--- src/hdl/lsd_pkg.sv ---
// Package of constants and carrier types for the segment LCD controller
package lsd_pkg;

  // ---------------------------------------------------------------
  // Sizes
  // ---------------------------------------------------------------
  localparam int ADDR_W = 8;
  localparam int DATA_W = 8;
  localparam int NUM_FP = 41;
  localparam int NUM_BP = 4;
  localparam int SEG_WORDS = 21;
  localparam int SEG_AW = 5;
  localparam int FPEN_REGS = 6;

  // ---------------------------------------------------------------
  // Register offsets
  // ---------------------------------------------------------------
  localparam logic [7:0] ADDR_CLK_SRC = 8'h00;
  localparam logic [7:0] ADDR_SUPPLY = 8'h01;
  localparam logic [7:0] ADDR_LOW_POWER = 8'h02;
  localparam logic [7:0] ADDR_MAIN = 8'h03;
  localparam logic [7:0] ADDR_BLINK = 8'h04;
  localparam logic [7:0] ADDR_STATUS = 8'h05;
  localparam logic [7:0] ADDR_FPEN_BASE = 8'h08;
  localparam logic [7:0] ADDR_DATA_BASE = 8'h20;
  localparam logic [7:0] ADDR_MARK_BASE = 8'h40;

  // ---------------------------------------------------------------
  // Reset values
  // ---------------------------------------------------------------
  localparam logic [7:0] RST_REG = 8'h00;

  // ---------------------------------------------------------------
  // Field positions
  // ---------------------------------------------------------------
  localparam int CLK_SOURCE_BIT = 7;
  localparam int CLK_CLOCK_PRESCALE_BY_SIXTEEN_BIT = 6;
  localparam int CLK_ADJ_MSB = 5;
  localparam int SUP_PUMP_EN_BIT = 7;
  localparam int SUP_TRIPLER_BIT = 6;
  localparam int SUP_HIGH_DRIVE_BIT = 5;
  localparam int SUP_PUMP_CLK_MSB = 4;
  localparam int SUP_PUMP_CLK_LSB = 3;
  localparam int SUP_BYPASS_BIT = 2;
  localparam int SUP_SEL_MSB = 1;
  localparam int LP_OFF_WAIT_BIT = 1;
  localparam int LP_RUN_STOP_BIT = 0;
  localparam int MAIN_FRAME_CLOCK_SELECT_MSB = 5;
  localparam int MAIN_FRAME_CLOCK_SELECT_LSB = 3;
  localparam int MAIN_LOW_POWER_WAVEFORM_BIT = 2;
  localparam int MAIN_DUTY_MSB = 1;
  localparam int BLK_MODE_BIT = 3;
  localparam int BLK_RATE_MSB = 2;
  localparam int SEG_ODD_LSB = 4;

  // ---------------------------------------------------------------
  // Encodings and divider constants
  // ---------------------------------------------------------------
  localparam logic SRC_EXT_REF = 1'b0;
  localparam logic SRC_BUS = 1'b1;
  localparam logic [1:0] SUPPLY_EXTERNAL = 2'b10;
  localparam logic [1:0] DUTY_THIRD = 2'b10;
  localparam logic [1:0] DUTY_QUARTER = 2'b11;
  localparam logic [2:0] RATE_NONE = 3'b000;
  localparam logic [9:0] PRESCALE_BIG_SHIFT = 10'd4;
  localparam logic [13:0] BASE_DIV_UNIT = 14'h0040;
  localparam logic [11:0] BLINK_DIV_UNIT = 12'h010;
  localparam logic [SEG_AW-1:0] SEG_LAST = 5'h14;

  // ---------------------------------------------------------------
  // Carrier types
  // ---------------------------------------------------------------
  typedef struct packed {
    logic charge_pump_enable;
    logic pump_multiplier_select;
    logic high_drive_buffer;
    logic [1:0] pump_clock_adjust;
    logic buffer_bypass;
    logic external_supply;
    logic [1:0] supply_source_select;
  } lsd_supply_s;

  typedef struct packed {
    logic [1:0] duty;
    logic [2:0] frame_clock_select;
    logic [2:0] blink_rate;
    logic blink_mode;
  } lsd_frame_s;

  typedef enum logic [1:0] {RS_REG, RS_DATA, RS_MARK} lsd_rsrc_e;

endpackage

--- src/hdl/lsd_seg_mem.sv ---
// Segment word memory with one write port and two registered read ports
`timescale 1ns/1ps
module lsd_seg_mem #(
  parameter int WIDTH = 8,
  parameter int DEPTH = 21,
  parameter int AW = 5
) (
  input wire logic clock_i,
  input wire logic rst_n_i,
  input wire logic wr_en_i,
  input wire logic [AW-1:0] wr_addr_i,
  input wire logic [WIDTH-1:0] wr_data_i,
  input wire logic [AW-1:0] a_addr_i,
  output logic [WIDTH-1:0] a_q_o,
  input wire logic [AW-1:0] b_addr_i,
  output logic [WIDTH-1:0] b_q_o
);
  logic [WIDTH-1:0] mem_reg [DEPTH];

  // ---------------------------------------------------------------
  // Storage, no reset so it maps onto plain RAM
  // ---------------------------------------------------------------
  always_ff @(posedge clock_i) begin
    if (wr_en_i && (int'(wr_addr_i) < DEPTH)) begin
      mem_reg[wr_addr_i] <= wr_data_i;
    end
  end

  // ---------------------------------------------------------------
  // Registered reads, out of range reads give zero
  // ---------------------------------------------------------------
  always_ff @(posedge clock_i or negedge rst_n_i) begin
    if (!rst_n_i) begin
      a_q_o <= '0;
      b_q_o <= '0;
    end else begin
      a_q_o <= (int'(a_addr_i) < DEPTH) ? mem_reg[a_addr_i] : '0;
      b_q_o <= (int'(b_addr_i) < DEPTH) ? mem_reg[b_addr_i] : '0;
    end
  end
endmodule

--- src/hdl/lsd_lcd_ctrl.sv ---
// Segment LCD controller: registers, clock chain, frame phasing, blink, segment scan
`timescale 1ns/1ps
module lsd_lcd_ctrl (
  input wire logic clock_i,
  input wire logic rst_n_i,
  input wire logic [7:0] addr_i,
  input wire logic [7:0] wdata_i,
  input wire logic wr_i,
  input wire logic rd_i,
  output logic [7:0] rdata_o,
  input wire logic lcd_ref_clk_i,
  output lsd_pkg::lsd_supply_s supply_o,
  output logic clk_from_bus_o,
  output logic off_in_wait_o,
  output logic run_in_deep_stop_o,
  output logic low_power_waveform_o,
  output logic [3:0] bp_active_o,
  output logic [40:0] fp_enable_o,
  output logic [40:0] fp_seg_o,
  output logic blink_off_o,
  output logic frame_start_o
);
  import lsd_pkg::*;

  // ---------------------------------------------------------------
  // Decode helper
  // ---------------------------------------------------------------
  function automatic logic in_range(input logic [7:0] a, input logic [7:0] base,
                                    input int count);
    logic [7:0] off;
    off = a - base;
    in_range = (a >= base) && (int'(off) < count);
  endfunction

  // ---------------------------------------------------------------
  // Declarations
  // ---------------------------------------------------------------
  logic [7:0] clk_src_reg;
  logic [7:0] supply_reg;
  logic [7:0] low_power_reg;
  logic [7:0] main_reg;
  logic [7:0] blink_reg;
  logic [7:0] fpen_reg [FPEN_REGS];
  logic [47:0] fpen_flat;
  logic [7:0] seg_off;
  logic [7:0] mark_off;
  logic data_hit;
  logic mark_hit;
  logic [SEG_AW-1:0] wr_word;
  logic [SEG_AW-1:0] rd_word;
  logic [7:0] data_a_q;
  logic [7:0] data_b_q;
  logic [7:0] mark_a_q;
  logic [7:0] mark_b_q;
  logic rd_pend_reg;
  lsd_rsrc_e rd_src_reg;
  logic [7:0] reg_q_reg;
  logic [7:0] reg_q_next;
  lsd_frame_s frame_reg;
  logic ref_q_reg;
  logic src_tick;
  logic [9:0] pre_cnt_reg;
  logic [9:0] pre_lim;
  logic pre_tick;
  logic [13:0] base_cnt_reg;
  logic [13:0] base_lim;
  logic base_tick;
  logic [1:0] phase_reg;
  logic [1:0] phase_next;
  logic frame_end;
  logic [11:0] blink_cnt_reg;
  logic [11:0] blink_lim;
  logic blink_off_reg;
  logic scan_busy_reg;
  logic [SEG_AW-1:0] scan_idx_reg;
  logic [1:0] scan_phase_reg;
  logic rv_reg;
  logic [SEG_AW-1:0] rv_idx_reg;
  logic [41:0] build_reg;
  logic lo_on;
  logic hi_on;

  // ---------------------------------------------------------------
  // Address decode for the segment memories
  // ---------------------------------------------------------------
  assign data_hit = in_range(addr_i, ADDR_DATA_BASE, SEG_WORDS);
  assign mark_hit = in_range(addr_i, ADDR_MARK_BASE, SEG_WORDS);
  assign seg_off = addr_i - ADDR_DATA_BASE;
  assign mark_off = addr_i - ADDR_MARK_BASE;
  assign wr_word = data_hit ? seg_off[SEG_AW-1:0] : mark_off[SEG_AW-1:0];
  assign rd_word = wr_word;

  // ---------------------------------------------------------------
  // Control registers
  // ---------------------------------------------------------------
  always_ff @(posedge clock_i or negedge rst_n_i) begin
    if (!rst_n_i) begin
      clk_src_reg <= RST_REG;
      supply_reg <= RST_REG;
      low_power_reg <= RST_REG;
      main_reg <= RST_REG;
      blink_reg <= RST_REG;
    end else if (wr_i) begin
      if (addr_i == ADDR_CLK_SRC) begin
        clk_src_reg <= wdata_i;
      end else if (addr_i == ADDR_SUPPLY) begin
        supply_reg <= wdata_i;
      end else if (addr_i == ADDR_LOW_POWER) begin
        low_power_reg <= wdata_i;
      end else if (addr_i == ADDR_MAIN) begin
        main_reg <= wdata_i;
      end else if (addr_i == ADDR_BLINK) begin
        blink_reg <= wdata_i;
      end
    end
  end

  // ---------------------------------------------------------------
  // Frontplane enables, one bit per pin
  // ---------------------------------------------------------------
  genvar g;
  generate
    for (g = 0; g < FPEN_REGS; g++) begin : gen_fpen
      always_ff @(posedge clock_i or negedge rst_n_i) begin
        if (!rst_n_i) begin
          fpen_reg[g] <= RST_REG;
        end else if (wr_i && (addr_i == ADDR_FPEN_BASE + 8'(g))) begin
          fpen_reg[g] <= wdata_i;
        end
      end
      assign fpen_flat[g*8 +: 8] = fpen_reg[g];
    end
  endgenerate

  // ---------------------------------------------------------------
  // Segment data and per segment blink marks
  // ---------------------------------------------------------------
  lsd_seg_mem #(.WIDTH(8), .DEPTH(SEG_WORDS), .AW(SEG_AW)) u_data_mem (
    .clock_i(clock_i),
    .rst_n_i(rst_n_i),
    .wr_en_i(wr_i && data_hit),
    .wr_addr_i(wr_word),
    .wr_data_i(wdata_i),
    .a_addr_i(rd_word),
    .a_q_o(data_a_q),
    .b_addr_i(scan_idx_reg),
    .b_q_o(data_b_q)
  );

  lsd_seg_mem #(.WIDTH(8), .DEPTH(SEG_WORDS), .AW(SEG_AW)) u_mark_mem (
    .clock_i(clock_i),
    .rst_n_i(rst_n_i),
    .wr_en_i(wr_i && mark_hit),
    .wr_addr_i(wr_word),
    .wr_data_i(wdata_i),
    .a_addr_i(rd_word),
    .a_q_o(mark_a_q),
    .b_addr_i(scan_idx_reg),
    .b_q_o(mark_b_q)
  );

  // ---------------------------------------------------------------
  // Register read path, data valid only the cycle after the strobe
  // ---------------------------------------------------------------
  always_comb begin
    reg_q_next = 8'h00;
    if (addr_i == ADDR_CLK_SRC) begin
      reg_q_next = clk_src_reg;
    end else if (addr_i == ADDR_SUPPLY) begin
      reg_q_next = supply_reg;
    end else if (addr_i == ADDR_LOW_POWER) begin
      reg_q_next = low_power_reg;
    end else if (addr_i == ADDR_MAIN) begin
      reg_q_next = main_reg;
    end else if (addr_i == ADDR_BLINK) begin
      reg_q_next = blink_reg;
    end else if (addr_i == ADDR_STATUS) begin
      reg_q_next = {blink_off_reg, scan_busy_reg, 2'h0, frame_reg.duty, phase_reg};
    end else if (in_range(addr_i, ADDR_FPEN_BASE, FPEN_REGS)) begin
      reg_q_next = fpen_reg[addr_i[2:0]];
    end
  end

  always_ff @(posedge clock_i or negedge rst_n_i) begin
    if (!rst_n_i) begin
      rd_pend_reg <= 1'b0;
      rd_src_reg <= RS_REG;
      reg_q_reg <= 8'h00;
    end else begin
      rd_pend_reg <= rd_i;
      reg_q_reg <= reg_q_next;
      if (data_hit) begin
        rd_src_reg <= RS_DATA;
      end else if (mark_hit) begin
        rd_src_reg <= RS_MARK;
      end else begin
        rd_src_reg <= RS_REG;
      end
    end
  end

  always_comb begin
    rdata_o = 8'h00;
    if (rd_pend_reg) begin
      case (rd_src_reg)
        RS_DATA: rdata_o = data_a_q;
        RS_MARK: rdata_o = mark_a_q;
        default: rdata_o = reg_q_reg;
      endcase
    end
  end

  // ---------------------------------------------------------------
  // Clock source and prescaler
  // ---------------------------------------------------------------
  // Reference is slow against the core clock, so a rising edge is one tick
  assign src_tick = (clk_src_reg[CLK_SOURCE_BIT] == SRC_BUS) ? 1'b1 :
                    (lcd_ref_clk_i && !ref_q_reg);
  assign pre_lim = (({4'h0, clk_src_reg[CLK_ADJ_MSB:0]} + 10'd1)
                   << (clk_src_reg[CLK_CLOCK_PRESCALE_BY_SIXTEEN_BIT] ? PRESCALE_BIG_SHIFT : 10'd0))
                   - 10'd1;
  assign pre_tick = src_tick && (pre_cnt_reg >= pre_lim);

  always_ff @(posedge clock_i or negedge rst_n_i) begin
    if (!rst_n_i) begin
      ref_q_reg <= 1'b0;
      pre_cnt_reg <= 10'h000;
    end else begin
      ref_q_reg <= lcd_ref_clk_i;
      if (pre_tick) begin
        pre_cnt_reg <= 10'h000;
      end else if (src_tick) begin
        pre_cnt_reg <= pre_cnt_reg + 10'd1;
      end
    end
  end

  // ---------------------------------------------------------------
  // Base frequency divider, set by the frame clock select
  // ---------------------------------------------------------------
  assign base_lim = (BASE_DIV_UNIT << frame_reg.frame_clock_select) - 14'd1;
  assign base_tick = pre_tick && (base_cnt_reg >= base_lim);

  always_ff @(posedge clock_i or negedge rst_n_i) begin
    if (!rst_n_i) begin
      base_cnt_reg <= 14'h0000;
    end else if (base_tick) begin
      base_cnt_reg <= 14'h0000;
    end else if (pre_tick) begin
      base_cnt_reg <= base_cnt_reg + 14'd1;
    end
  end

  // ---------------------------------------------------------------
  // Backplane phasing; settings latched only at frame end
  // ---------------------------------------------------------------
  // Duty code plus one is the backplane count
  assign frame_end = base_tick && (phase_reg >= frame_reg.duty);
  assign phase_next = frame_end ? 2'h0 : phase_reg + 2'd1;

  always_ff @(posedge clock_i or negedge rst_n_i) begin
    if (!rst_n_i) begin
      phase_reg <= 2'h0;
      bp_active_o <= 4'h1;
      frame_start_o <= 1'b0;
      frame_reg <= '0;
    end else begin
      frame_start_o <= frame_end;
      if (base_tick) begin
        phase_reg <= phase_next;
        bp_active_o <= 4'h1 << phase_next;
      end
      if (frame_end) begin
        // Mid frame changes would tear the waveform, so wait for the edge
        frame_reg.duty <= main_reg[MAIN_DUTY_MSB:0];
        frame_reg.frame_clock_select <= main_reg[MAIN_FRAME_CLOCK_SELECT_MSB:MAIN_FRAME_CLOCK_SELECT_LSB];
        frame_reg.blink_rate <= blink_reg[BLK_RATE_MSB:0];
        frame_reg.blink_mode <= blink_reg[BLK_MODE_BIT];
      end
    end
  end

  // ---------------------------------------------------------------
  // Blink timer, counts base ticks
  // ---------------------------------------------------------------
  assign blink_lim = (BLINK_DIV_UNIT << frame_reg.blink_rate) - 12'd1;

  always_ff @(posedge clock_i or negedge rst_n_i) begin
    if (!rst_n_i) begin
      blink_cnt_reg <= 12'h000;
      blink_off_reg <= 1'b0;
    end else if (frame_reg.blink_rate == RATE_NONE) begin
      blink_cnt_reg <= 12'h000;
      blink_off_reg <= 1'b0;
    end else if (base_tick) begin
      if (blink_cnt_reg >= blink_lim) begin
        blink_cnt_reg <= 12'h000;
        blink_off_reg <= !blink_off_reg;
      end else begin
        blink_cnt_reg <= blink_cnt_reg + 12'd1;
      end
    end
  end

  // ---------------------------------------------------------------
  // Segment scan: walks the words once per backplane phase
  // ---------------------------------------------------------------
  // A scan takes 22 core cycles, far below any base period
  always_ff @(posedge clock_i or negedge rst_n_i) begin
    if (!rst_n_i) begin
      scan_busy_reg <= 1'b0;
      scan_idx_reg <= '0;
      scan_phase_reg <= 2'h0;
      rv_reg <= 1'b0;
      rv_idx_reg <= '0;
    end else begin
      rv_reg <= scan_busy_reg;
      rv_idx_reg <= scan_idx_reg;
      if (base_tick) begin
        scan_busy_reg <= 1'b1;
        scan_idx_reg <= '0;
        scan_phase_reg <= phase_next;
      end else if (scan_busy_reg) begin
        if (scan_idx_reg == SEG_LAST) begin
          scan_busy_reg <= 1'b0;
        end else begin
          scan_idx_reg <= scan_idx_reg + 5'd1;
        end
      end
    end
  end

  // Low nibble serves the even frontplane, high nibble the odd one
  always_comb begin
    lo_on = data_b_q[scan_phase_reg] &&
            !(blink_off_reg && (frame_reg.blink_mode || mark_b_q[scan_phase_reg]));
    hi_on = data_b_q[SEG_ODD_LSB + int'(scan_phase_reg)] &&
            !(blink_off_reg && (frame_reg.blink_mode ||
              mark_b_q[SEG_ODD_LSB + int'(scan_phase_reg)]));
  end

  always_ff @(posedge clock_i or negedge rst_n_i) begin
    if (!rst_n_i) begin
      build_reg <= '0;
      fp_seg_o <= '0;
    end else if (rv_reg) begin
      build_reg[{rv_idx_reg, 1'b0}] <= lo_on;
      build_reg[{rv_idx_reg, 1'b1}] <= hi_on;
      if (rv_idx_reg == SEG_LAST) begin
        fp_seg_o <= {lo_on, build_reg[39:0]} & fpen_flat[40:0];
      end
    end
  end

  // ---------------------------------------------------------------
  // Supply and mode outputs to the analog side
  // ---------------------------------------------------------------
  always_ff @(posedge clock_i or negedge rst_n_i) begin
    if (!rst_n_i) begin
      supply_o <= '0;
      clk_from_bus_o <= 1'b0;
      off_in_wait_o <= 1'b0;
      run_in_deep_stop_o <= 1'b0;
      low_power_waveform_o <= 1'b0;
      fp_enable_o <= '0;
      blink_off_o <= 1'b0;
    end else begin
      supply_o.charge_pump_enable <= supply_reg[SUP_PUMP_EN_BIT];
      supply_o.pump_multiplier_select <= supply_reg[SUP_TRIPLER_BIT];
      supply_o.high_drive_buffer <= supply_reg[SUP_HIGH_DRIVE_BIT];
      supply_o.pump_clock_adjust <= supply_reg[SUP_PUMP_CLK_MSB:SUP_PUMP_CLK_LSB];
      supply_o.buffer_bypass <= supply_reg[SUP_BYPASS_BIT];
      supply_o.external_supply <= (supply_reg[SUP_SEL_MSB:0] == SUPPLY_EXTERNAL);
      supply_o.supply_source_select <= supply_reg[SUP_SEL_MSB:0];
      clk_from_bus_o <= clk_src_reg[CLK_SOURCE_BIT];
      off_in_wait_o <= low_power_reg[LP_OFF_WAIT_BIT];
      run_in_deep_stop_o <= low_power_reg[LP_RUN_STOP_BIT];
      low_power_waveform_o <= main_reg[MAIN_LOW_POWER_WAVEFORM_BIT];
      fp_enable_o <= fpen_flat[40:0];
      blink_off_o <= blink_off_reg;
    end
  end
endmodule

--- config.mk ---
export PLATFORM = sky130hd
export DESIGN_NAME = lsd_lcd_ctrl
export DESIGN_NICKNAME = d
export VERILOG_FILES = /design/src/hdl/lsd_pkg.sv /design/src/hdl/lsd_seg_mem.sv /design/src/hdl/lsd_lcd_ctrl.sv
export SDC_FILE = /design/constraint.sdc
export NUM_CORES = 1
export LEC_CHECK = 0
export BUFFER_PORTS_ARGS = -buffer_cell sky130_fd_sc_hd__buf_4
export CAP_MARGIN = 20
export CORE_UTILIZATION = 50
export CTS_BUF_LIST = sky130_fd_sc_hd__clkbuf_4
export DETAILED_ROUTE_END_ITERATION = 6
export PLACE_DENSITY_LB_ADDON = 0.1
export SYNTH_ARGS = -nofsm -noshare
export SYNTH_HDL_FRONTEND = slang
export SYNTH_HIERARCHICAL = 1
export SYNTH_SLANG_ARGS = --single-unit
export TNS_END_PERCENT = 10
--- constraint.sdc ---
create_clock -name clock_i -period 6.4 [get_ports clock_i]
set_input_delay 1.28 -clock clock_i [delete_from_list [all_inputs] [get_ports clock_i]]
set_output_delay 1.28 -clock clock_i [all_outputs]
set_load 0.005 [all_outputs]
**Yosys cells after proc, flatten, opt, wreduce, memory -nomap -nowiden**

Memory sizes are Yosys's and may differ from the RTL's.
Index checks and enable logic that the tools add are counted.

- Memories kept: 2
- Flip-flop bits (word level): 335
- Bits of input ports: 21
- Output and inout port bits: 109
- Memory bits (writable): 336
- Logic and storage cells: 212

Memories:

| name | depth | bits a word | read ports | clocked after Yosys merged registers in | wr ports | RTL line | source |
|---|---|---|---|---|---|---|---|
| u_data_mem.mem_reg | 21 | 8 | 2 | 0 | 1 | lsd_seg_mem.sv:18 | `logic [WIDTH-1:0] mem_reg [DEPTH];` |
| u_mark_mem.mem_reg | 21 | 8 | 2 | 0 | 1 | lsd_seg_mem.sv:18 |  |

- Bitwise logic cells: 6
- Reduce and logical (&&, ||, !) cells: 44
- Add/subtract/negate cells: 13
- Equality and inequality tests: 17
- Muxes and demuxes: 58
- $lt $le $gt $ge: 19
- Shift-type cells: 4

Operator list:

| operator | number |
|---|---|
| $mux W8 | 14 |
| $bwmux W42 | 2 |
| $eq A8 B4 Y1 const B | 6 |
| $and A41 B41 Y41 | 1 |
| $mux W12 | 3 |
| $mux W14 | 2 |
| $bmux W8 S3 | 1 |
| $logic_and A1 B1 Y1 | 23 |
| $mux W10 | 2 |
| $mux W5 | 4 |
| $mux W1 | 19 |
| $eq A8 B2 Y1 const B | 2 |
| $eq A8 B3 Y1 const B | 2 |
| $lt A8 B5 Y1 const B | 2 |
| $pmux W8 S2 | 1 |
| $add A14 B1 Y14 const B | 1 |
| $ge A14 B14 Y1 | 1 |
| $lt A6 B7 Y1 const B | 2 |
| $shl A7 B3 Y14 const A | 1 |
| $sub A14 B1 Y14 const B | 1 |
| $add A12 B1 Y12 const B | 1 |
| $ge A12 B12 Y1 | 1 |
| $ge A6 B1 Y1 const B | 2 |
| $shl A5 B3 Y12 const A | 1 |
| 44 further kinds | 66 |

**Logic depth before layout (Yosys ltp)**

Gate-level depths: netlist of the first run.

- Depth in word-level cells: 11
- Gate-level depth with buffers: 16
- Gate-level depth less buffers: 14

**Modules after synthesis**

The synthesis of the first run kept the hierarchy.

Modules (own cells, without submodules):

| module | seq. area each (um^2) | times used | cells an instance | area an instance (um^2) |
|---|---|---|---|---|
| lsd_lcd_ctrl | 7533.5 | 1 | 1234 | 13872.1 |
| lsd_seg_mem (u_mark_mem) | 5445.2 | 1 | 523 | 8539.4 |
| lsd_seg_mem (u_data_mem) | 5445.2 | 1 | 522 | 8533.2 |

**Worst setup path before layout of the first run**

Ideal clock, no wire load.

- Path kind: in2reg
- Start point: in addr_i[1]
- End point: mem u_mark_mem.mem_reg[8][0], enable pin
- Slack: 2.551 ns
- Path buffers: 1
- Setup time: 0.385 ns
- Required time: 6.015 ns
- Data arrival time: 3.464 ns
- Cell stages on the path: 9
- Cell sequence: buf_4 nor2_1 nor2b_1 o21ai_0 nor4b_1 and2_1 nor2b_1 nand2_1 nor3b_1

- Cells in the longest elaborated chain, start to end: 8
- Elaborated cells between the ends (all ways): 14
- Classes of those cells: add/sub (2); order compare (5); mux (3); reduce/logical (4)

RTL lines:

| what | RTL line | source |
|---|---|---|
| start: declaration | lsd_lcd_ctrl.sv:6 | `input wire logic [7:0] addr_i,` |
| $sub A8 B6 Y8 | lsd_lcd_ctrl.sv:88, lsd_lcd_ctrl.sv:89 |  |
| $lt A8 B5 Y1 | lsd_lcd_ctrl.sv:32 | `in_range = (a >= base) && (int'(off) < count);` |
| $logic_and A1 B1 Y1 | lsd_lcd_ctrl.sv:32 |  |
| $mux W5 | lsd_lcd_ctrl.sv:90 | `assign wr_word = data_hit ? seg_off[SEG_AW-1:0] : mark_off[SEG_AW-1:0];` |
| $lt A5 B5 Y1 | lsd_seg_mem.sv:24 | `if (wr_en_i && (int'(wr_addr_i) < DEPTH)) begin` |
| $logic_and A1 B1 Y1 | lsd_seg_mem.sv:24 |  |
| $mux W1 | lsd_seg_mem.sv:24 |  |
| $mux W1 (not written as such) | lsd_seg_mem.sv:25 | `mem_reg[wr_addr_i] <= wr_data_i;` |
| end: declaration | lsd_seg_mem.sv:18 |  |

Several ways; a longest one is shown, not always the timed one.

**Worst setup path after layout of the first run**

- Start point: reg clk_src_reg[0]
- End point: reg scan_busy_reg

- Cells in the longest elaborated chain, start to end: 7

RTL lines:

| what | RTL line | source |
|---|---|---|
| start: declaration | lsd_lcd_ctrl.sv:38 | `logic [7:0] clk_src_reg;` |
| start signal: assignment | lsd_lcd_ctrl.sv:105 | `clk_src_reg <= wdata_i;` |
| $add A6 B1 Y7 | lsd_lcd_ctrl.sv:219 | `assign pre_lim = (({4'h0, clk_src_reg[CLK_ADJ_MSB:0]} + 10'd1)` |
| $shl A7 B3 Y10 | lsd_lcd_ctrl.sv:219 |  |
| $sub A10 B1 Y10 | lsd_lcd_ctrl.sv:221 | `- 10'd1;` |
| $ge A10 B10 Y1 | lsd_lcd_ctrl.sv:222 | `assign pre_tick = src_tick && (pre_cnt_reg >= pre_lim);` |
| $logic_and A1 B1 Y1 | lsd_lcd_ctrl.sv:222 |  |
| $logic_and A1 B1 Y1 | lsd_lcd_ctrl.sv:242 | `assign base_tick = pre_tick && (base_cnt_reg >= base_lim);` |
| $mux W1 | lsd_lcd_ctrl.sv:319 | `if (base_tick) begin` |
| end signal: assignment | lsd_lcd_ctrl.sv:311 | `scan_busy_reg <= 1'b0;` |
| end signal: assignment | lsd_lcd_ctrl.sv:320 | `scan_busy_reg <= 1'b1;` |
| end signal: assignment | lsd_lcd_ctrl.sv:325 | `scan_busy_reg <= 1'b0;` |
| end: declaration | lsd_lcd_ctrl.sv:74 | `logic scan_busy_reg;` |

No other way between the ends.
A chain may end at the register's enable or synchronous reset.

==> summary.txt, run 1 <==
Status
  • Failing checks: design-rule violations
  • Run status: finished with violations

Place
  • Hpwl dp: 53800 µm
  • Buffers on Ports: 129
  • RePlAce Congestion: 0.902

Logic synthesis
  • Post-synth EDFFs: 336
  • Adder-cell share of the synthesized area: 0.0166
  • Synth Area in XOR/XNOR: 0.00594
  • Mux contribution to synthesized area: 0.180
  • Cells after Synth: 2279
  • Ys Warns: 6
  • Synth Register Bits: 669
  • Largest family of logic cells by synthesized area: multiplexers
  • Avg Cell Area, Syn: 13.6 µm²
  • Asr flop ratio synth: 0.498
  • Register area share after synthesis: 0.595
  • Synth cell types: 76
  • Mapped Area: just over 0.03 mm²
  • Simple-gate portion of the synthesized area: 0.0860
  • Synth Area in Compound Gates: 0.0832
  • Top_reg_cell synth: edfxtp_1

Floorplanning
  • Die Width: 251 µm
  • Die height: roughly 250 µm
  • Die area: 0.0629 mm²
  • Core area: 0.0607 mm²
  • # IOs: 130
  • Initial Util: 0.510
  • Std-Cell Rows: 90

Clock network
  • CTS tree: yes
  • Clock slew at reported path FFs: 0.06 ns
  • Clock root cell: clkbuf_4
  • Clock Sinks: 669
  • Num CTS Buffers: 177
  • CTS H-tree depth: 4
  • Clock latency on the worst-skew pair: 1.01 ns
  • Clock Path Buffers: 3
  • Cts repair resizes: 0
  • # hold bufs at CTS: 0
  • Post CTS Setup Buffer Count: 0

Global route
  • Initial antenna violation count: 4
  • Number of global-route vias before repair: approximately 21000
  • Global-route wire length before repair: 127000 µm
  • Gr ovfl total: 0
  • GRT Total Usage: 0.272
  • Pin count of the biggest net entering global routing: ~130

Worst setup path
  • Register-to-Register Path Depth: 14
  • CP Cell Sequence: ha_1 -> nand3_1 -> xnor2_1 -> or4_1 -> a21boi_1 -> nand2_1 -> xnor2_1 -> ha_1 -> a2111oi_0 -> a211oi_1 -> nand2_1 -> nor2_1 -> buf_4 -> or2_2
  • Worst Path Arrival: 5.79 ns
  • Worst path max stage delay: 0.68 ns
  • Worst setup path class: reg -> reg
  • R2r setup slk: 1.46 ns
  • CP endpoint kind: flip-flop
  • CP Launch Type: flip-flop
  • Worst Path Required: 7.25 ns
  • Max stage delay cell, worst path: a2111oi_0
  • Worst-path fanout max: 22

Timing
  • Actual slew at the worst max-slew pin: roughly 1.1 ns
  • Achievable Freq: 202 MHz
  • Setup TNS: 0 ns
  • Final hold violation count: 0
  • Clk_skew: 0.0418 ns
  • Unrepaired setup endpoints after global routing: false
  • Fin crit share: 0.772
  • Max Transition Viols Final: 0
  • Tmin final: 4.94 ns
  • Setup-failing EPs final: 0
  • Slew margin rel.: 0.270

Detailed routing
  • DR WL/cell: about 25 µm
  • DRT iter0 DRCs: between 2000 and 2500
  • Vias: 20900
  • Post-route ant nets: 0
  • TritonRoute pass-1 iters: 7
  • Final wirelength: 83700 µm
  • Post-DR vias/cell: 6.16
  • Remaining DRCs: 5

Power and ir drop
  • Peak VDD IR: approximately 0.25 mV
  • P_leak: 14.1 nW
  • Pwr Total: ~12 mW
  • P per Cell Area: 344 mW/mm²

Job
  • MaxCap Viol Count: 0

Final layout
  • FILL cells: 5022
  • Utilization after layout: 0.570
  • Layout cells sized above 1: 0.260
  • Nets: ~2500
  • Area Growth Syn to Fin: 11.9%
  • Most frequent cells in the layout: edfxtp_1 (336), dfrtp_1 (330), clkbuf_4 (261)
  • Commonest non-fill, non-tap cell in the layout: edfxtp_1

Min path
  • Worst Hold Class: in -> async
[synthesized netlist by cell type (8+ instances only)]
master    instances  area (µm²)
dfrtp_1         332        8310
clkbuf_1         60         225
mux4_2           72        1620
buf_2            28         140
ha_1             41         513
a222oi_1         32         320
a22oi_1          75         563
inv_1            43         161
nand4_1          13        81.3
a22o_1           11        96.3
nand2b_1         16         100
and2_1           21         131
buf_1            12        45.0
a21oi_1          40         200
and3_1           12        75.1
o31ai_1           8        60.1
mux2i_1         240        2400
nand2_1         207         777
a31oi_1           8        50.1
xnor2_1           9        78.8
o21ai_0         106         531
edfxtp_1        336       10100
nor3_1           15        75.1
or2_2             9        56.3
nand3_1          68         340
buf_6            15         169
nor2b_1          33         206
buf_4            12        90.1
mux2_2          138        1550
nor2_1           88         330
o211ai_1         41         308
xor2_1           12         105
nor3b_1           9        67.6
[stage by stage]
step           worst slack [ns]  hold WS, ns  cell area [µm²]  instances
6_report                   1.46        0.349            34600       3392
5_1_grt                   0.797        0.309            34600       3392
4_1_cts                    1.45        0.273            34600       3389
3_5_place_dp               1.53        0.392            32300       3082
3_3_place_gp               1.67        0.389            32300       3081
2_1_floorplan              2.55        0.364            30900       2280
[power by group]
group	internal (mW)	switching, mW
Combinational	1.14	1.73
Sequential	4.87	0.345
Clock	2.05	1.75
Total	8.06	3.83
[worst paths after layout]
check,startpoint,to
worst max-delay path,clk_src_reg[0]$_DFFE_PN0P_,scan_busy_reg$_DFF_PN0_
worst min register to register,fpen_flat[40]$_DFFE_PN0P_,fp_enable_o[40]$_DFF_PN0_
worst min-delay path,rst_n_i,build_reg[0]$_DFFE_PN0P_
min in group clock_i,rd_i,rd_pend_reg$_DFF_PN0_
worst max register to register,clk_src_reg[0]$_DFFE_PN0P_,scan_busy_reg$_DFF_PN0_
max in group asynchronous,rst_n_i,base_cnt_reg[10]$_DFFE_PN0P_
[worst max-delay path, delay by kind of cell (launching register included)]
family / cells / cell delay, ns
AND/OR/NAND/NOR: 6 / 2.00
AO/OA/AOI/OAI: 3 / 1.22
flip-flops: 1 / 0.53
adder cells (fa/ha/maj): 2 / 0.46
XOR/XNOR: 2 / 0.33
buffers and inverters: 1 / 0.26
[per-layer routing]
layer	global-route usage	share of wire	vias to the layer above
met5	0	0.00053	-
met4	0.106	0.030	6
met3	0.0694	0.079	164
met2	0.418	0.47	944
met1	0.371	0.42	10600
li1	-	-	9191
[layout make-up]
cell class              instances  area, µm²  share of cell area
diodes                          1       2.50           0.0000723
clock buffers                 260       1950              0.0564
clock inverters                47        339             0.00979
inverters                      44        165             0.00477
multi-input cells            1430      11500               0.333
flip-flops and latches        669      18400               0.532
well taps                     782        978              0.0283
repair buffers                159       1220              0.0352
[kinds of logic (layout without fill, tap and decap cells)]
| logic type | count (synthesis) | in the layout |
|---|---|---|
| XOR/XNOR | 21 | 21 |
| other | 1 | 3 |
| flip-flops | 669 | 669 |
| multiplexers | 450 | 450 |
| adder cells (fa/ha/maj) | 41 | 41 |
| AND/OR/NAND/NOR | 543 | 543 |
| buffers and inverters | 181 | 510 |
| AO/OA/AOI/OAI | 373 | 373 |
(Power assumes the default switching activity.)
==> run 2, diff against run 1 <==
- ABC_AREA: unset -> 1
- clock period: 6.4 -> 4 ns (I/O delays scaled with it)
==> summary.txt, run 2 <==
Status
  • Run status: finished with violations
  • Failing checks: design-rule violations

Detailed routing
  • TritonRoute pass-1 iters: 7 (unchanged)
  • DRT iter0 DRCs: 2848 (+24%)
  • Remaining DRCs: 13 (+8)
  • DR WL/cell: 19.6 µm (-21%)
  • Vias: 26800 (+28%)
  • Post-route ant nets: 0 (unchanged)
  • Post-DR vias/cell: 5.45 (-12%)
  • Final wirelength: 96400 µm (+15%)

Power and ir drop
  • Switching power: 7.67 mW (+100%)
  • Sequential Power Share: 0.415 (-0.023)
  • Net Sw Frac: 0.378 (+0.0554)
  • Comb power frac: 0.285 (+0.043)
  • Pint: 12.6 mW (+57%)
  • Peak VDD IR: 0.312 mV (+27%)
  • P per Cell Area: 554 mW/mm² (+61%)
  • P_leak: 16.7 nW (+19%)
  • Clock group share of total power: 0.299 (-0.021)

Worst setup path
  • Top delay family on crit path: compound AO/OA/AOI/OAI gates
  • CP Cell Sequence: inv_1 -> ha_1 -> inv_1 -> o21ai_0 -> a21oi_1 -> buf_4
  • Worst Path Required: 3.20 ns (-4.05 ns)
  • Worst setup path class: reg -> out
  • CP endpoint kind: primary output
  • Worst Path Arrival: 2.89 ns (-2.90 ns)
  • Worst-path fanout max: 9 (-59%)
  • Max stage delay cell, worst path: a21oi_1
  • CP Launch Type: flip-flop
  • WP buf/inv: 3 (+2)
  • Critical Path Most Common Cell: inv_1
  • Worst path max stage delay: 0.48 ns (-0.20 ns)

Clock network
  • Clock Sinks: 669 (unchanged)
  • Clock root cell: clkbuf_4
  • Clock latency on the worst-skew pair: 1.07 ns (+0.06 ns)
  • Post CTS Setup Buffer Count: 0 (unchanged)
  • Clock slew at reported path FFs: 0.06 ns (about the same)
  • CTS tree: yes
  • CTS H-tree depth: 4 (unchanged)
  • Num CTS Buffers: 179 (+1.1%)
  • Clock Path Buffers: 3 (unchanged)
  • Cts repair resizes: 0 (unchanged)

Logic synthesis
  • Synth Register Bits: 669 (unchanged)
  • Top_reg_cell synth: edfxtp_1
  • Ys Warns: 6 (unchanged)
  • Mapped Area: 0.0324 mm² (+4.8%)
  • Post-synth top area share: 0.311 (-0.0148)
  • Post-synth EDFFs: 336 (unchanged)
  • Cells after Synth: 3682 (+62%)
  • Avg Cell Area, Syn: 8.80 µm² (-35%)
  • Area contributors post-synth: edfxtp_1 (31%), dfrtp_1 (26%), nand2_1 (12%)
  • Synth cell types: 56 (-26%)
  • Cell taking the most area after synthesis: edfxtp_1
  • Asr flop ratio synth: 0.498 (unchanged)
  • Most frequent cells after synthesis: nand2_1 (1054), inv_1 (364), edfxtp_1 (336), dfrtp_1 (332), nor2_1 (325)
  • Register area share after synthesis: 0.568 (-0.0271)
  • Most frequent cell after synthesis: nand2_1

Global route
  • GRT Total Usage: 0.295 (+0.0233)
  • Global-route wire length before repair: 148000 µm (+16%)
  • Pin count of the biggest net entering global routing: 94 (-29%)
  • Gr ovfl total: 0 (unchanged)
  • Number of global-route vias before repair: 25300 (+21%)
  • Initial antenna violation count: 5 (+1)

Timing
  • Clk_skew: 0.0748 ns (+0.0330 ns)
  • Hold_ws: 0.0883 ns (-0.261 ns)
  • Slew margin rel.: 0.408 (+0.138)
  • Achievable Freq: 271 MHz
  • Max Transition Viols Final: 0 (unchanged)
  • Unrepaired setup endpoints after global routing: false
  • Tmin final: 3.69 ns
  • Setup TNS: 0 ns (unchanged)
  • Final hold violation count: 0 (unchanged)
  • Fin crit share: 0.924
  • Actual slew at the worst max-slew pin: 0.885 ns (-0.207 ns)
  • Setup-failing EPs final: 0 (unchanged)

Final layout
  • Layout cells sized above 1: 0.145 (-0.115)
  • Nets: 3991 (+57%)
  • Commonest non-fill, non-tap cell in the layout: nand2_1
  • Area Growth Syn to Fin: 13.1%
  • Most frequent cells in the layout: nand2_1 (1054), inv_1 (364), edfxtp_1 (336)

Floorplanning
  • Initial Util: 0.510 (about the same)
  • Core area: 0.0635 mm² (+4.7%)
  • Die height: 257 µm (+2.3%)
  • # IOs: 130 (unchanged)
  • Die area: 0.0659 mm² (+4.7%)
  • Std-Cell Rows: 92 (+2.2%)
  • Die Width: 257 µm (+2.3%)

Place
  • Buffers on Ports: 129 (unchanged)
  • Hpwl dp: 63800 µm (+19%)
  • RePlAce Congestion: 0.950 (+5.3%)

Job
  • MaxCap Viol Count: 0 (unchanged)

Min path
  • Worst Hold Class: in -> reg
-- run 2: final cells by class --
type | count | area, µm²
Inverter | 396 | 1490
Antenna cell | 10 | 25.0
Multi-Input combinational cell | 2456 | 11600
Clock buffer | 268 | 2010
Tap cell | 846 | 1060
Timing Repair Buffer | 227 | 1770
Sequential cell | 669 | 18400
Fill cell | 5843 | 26900
Clock inverter | 50 | 300
-- run 2: worst register-to-register path, cell delays in order, from the launching register on --
cell     delay [ns]
dfrtp_1        0.46
ha_1           0.36
nand2_1        0.08
ha_1           0.16
nand2_1        0.05
inv_1          0.06
nand2_1        0.07
inv_1          0.06
nand2_1        0.07
nor2_1         0.14
nand2_1        0.06
nand2_1        0.05
nand2_1        0.05
ha_1           0.26
nand2_1        0.08
inv_1          0.06
a21oi_1        0.19
nand4_2        0.23
nand2_2        0.32
inv_2          0.25
nand2_1        0.11
nand2_1        0.05
a21oi_1        0.11
-- run 2: power by group through the flow --
stage          clock network (mW)  logic [mW]  registers (mW)
2_1_floorplan                   0        4.00            8.25
5_1_grt                      6.59        6.44            8.51
4_1_cts                      6.25        5.68            8.44
3_3_place_gp                    0        5.63            8.56
6_report                     6.08        5.80            8.44
3_5_place_dp                    0        5.66            8.57
-- run 2: routing by layer --
metal  wire (µm)  GRT usage
met2       43700      0.452
met4        3030      0.121
met3        8330     0.0628
met5          25          0
met1       41400      0.408
-- run 2: kinds of logic (layout without fill, tap and decap cells) --
family          Yosys count  in the layout  synth area share
buf+inv                 558            941            0.0751
other cells               1             12          0.000116
compound gates          655            655             0.111
flops                   669            669             0.568
xor+xnor                 22             22           0.00594
fa+ha+maj                41             41            0.0158
simple gates           1736           1736             0.223
-- run 2: stage by stage --
step	power [mW]	worst slack [ns]	area [µm²]	std cells	utilization
detailed placement	14.2	0.587	34300	4589	0.539
floorplan	12.3	1.10	32400	3683	-
CTS	20.4	0.256	36600	4911	0.576
global route	21.5	0.0417	36700	4921	0.577
finish	20.3	0.306	36700	4922	0.577
global placement	14.2	0.600	34300	4589	0.539
-- run 2: worst paths after layout --
kind / start / endpoint / slack, ns / cells after the start
setup / recovery: rd_src_reg[0]$_DFF_PN0_ / rdata_o[5] / 0.31 / 6
hold / removal: addr_i[5] / rd_src_reg[0]$_DFF_PN0_ / 0.09 / 3
setup reg to reg: clk_src_reg[0]$_DFFE_PN0P_ / base_cnt_reg[3]$_DFFE_PN0P_ / 0.58 / 22
hold reg to reg: fpen_flat[2]$_DFFE_PN0P_ / fp_enable_o[2]$_DFF_PN0_ / 0.41 / 0
max in group asynchronous: rst_n_i / fpen_flat[21]$_DFFE_PN0P_ / 2.77 / 3
min in group asynchronous: rst_n_i / fp_seg_o[24]$_DFFE_PN0P_ / 0.29 / 2
-- run 2: timing repair --
item,4_1_cts,5_1_grt
endpoints found under the hold margin,62,0
hold buffers,4,0
endpoints found under the setup margin,0,0
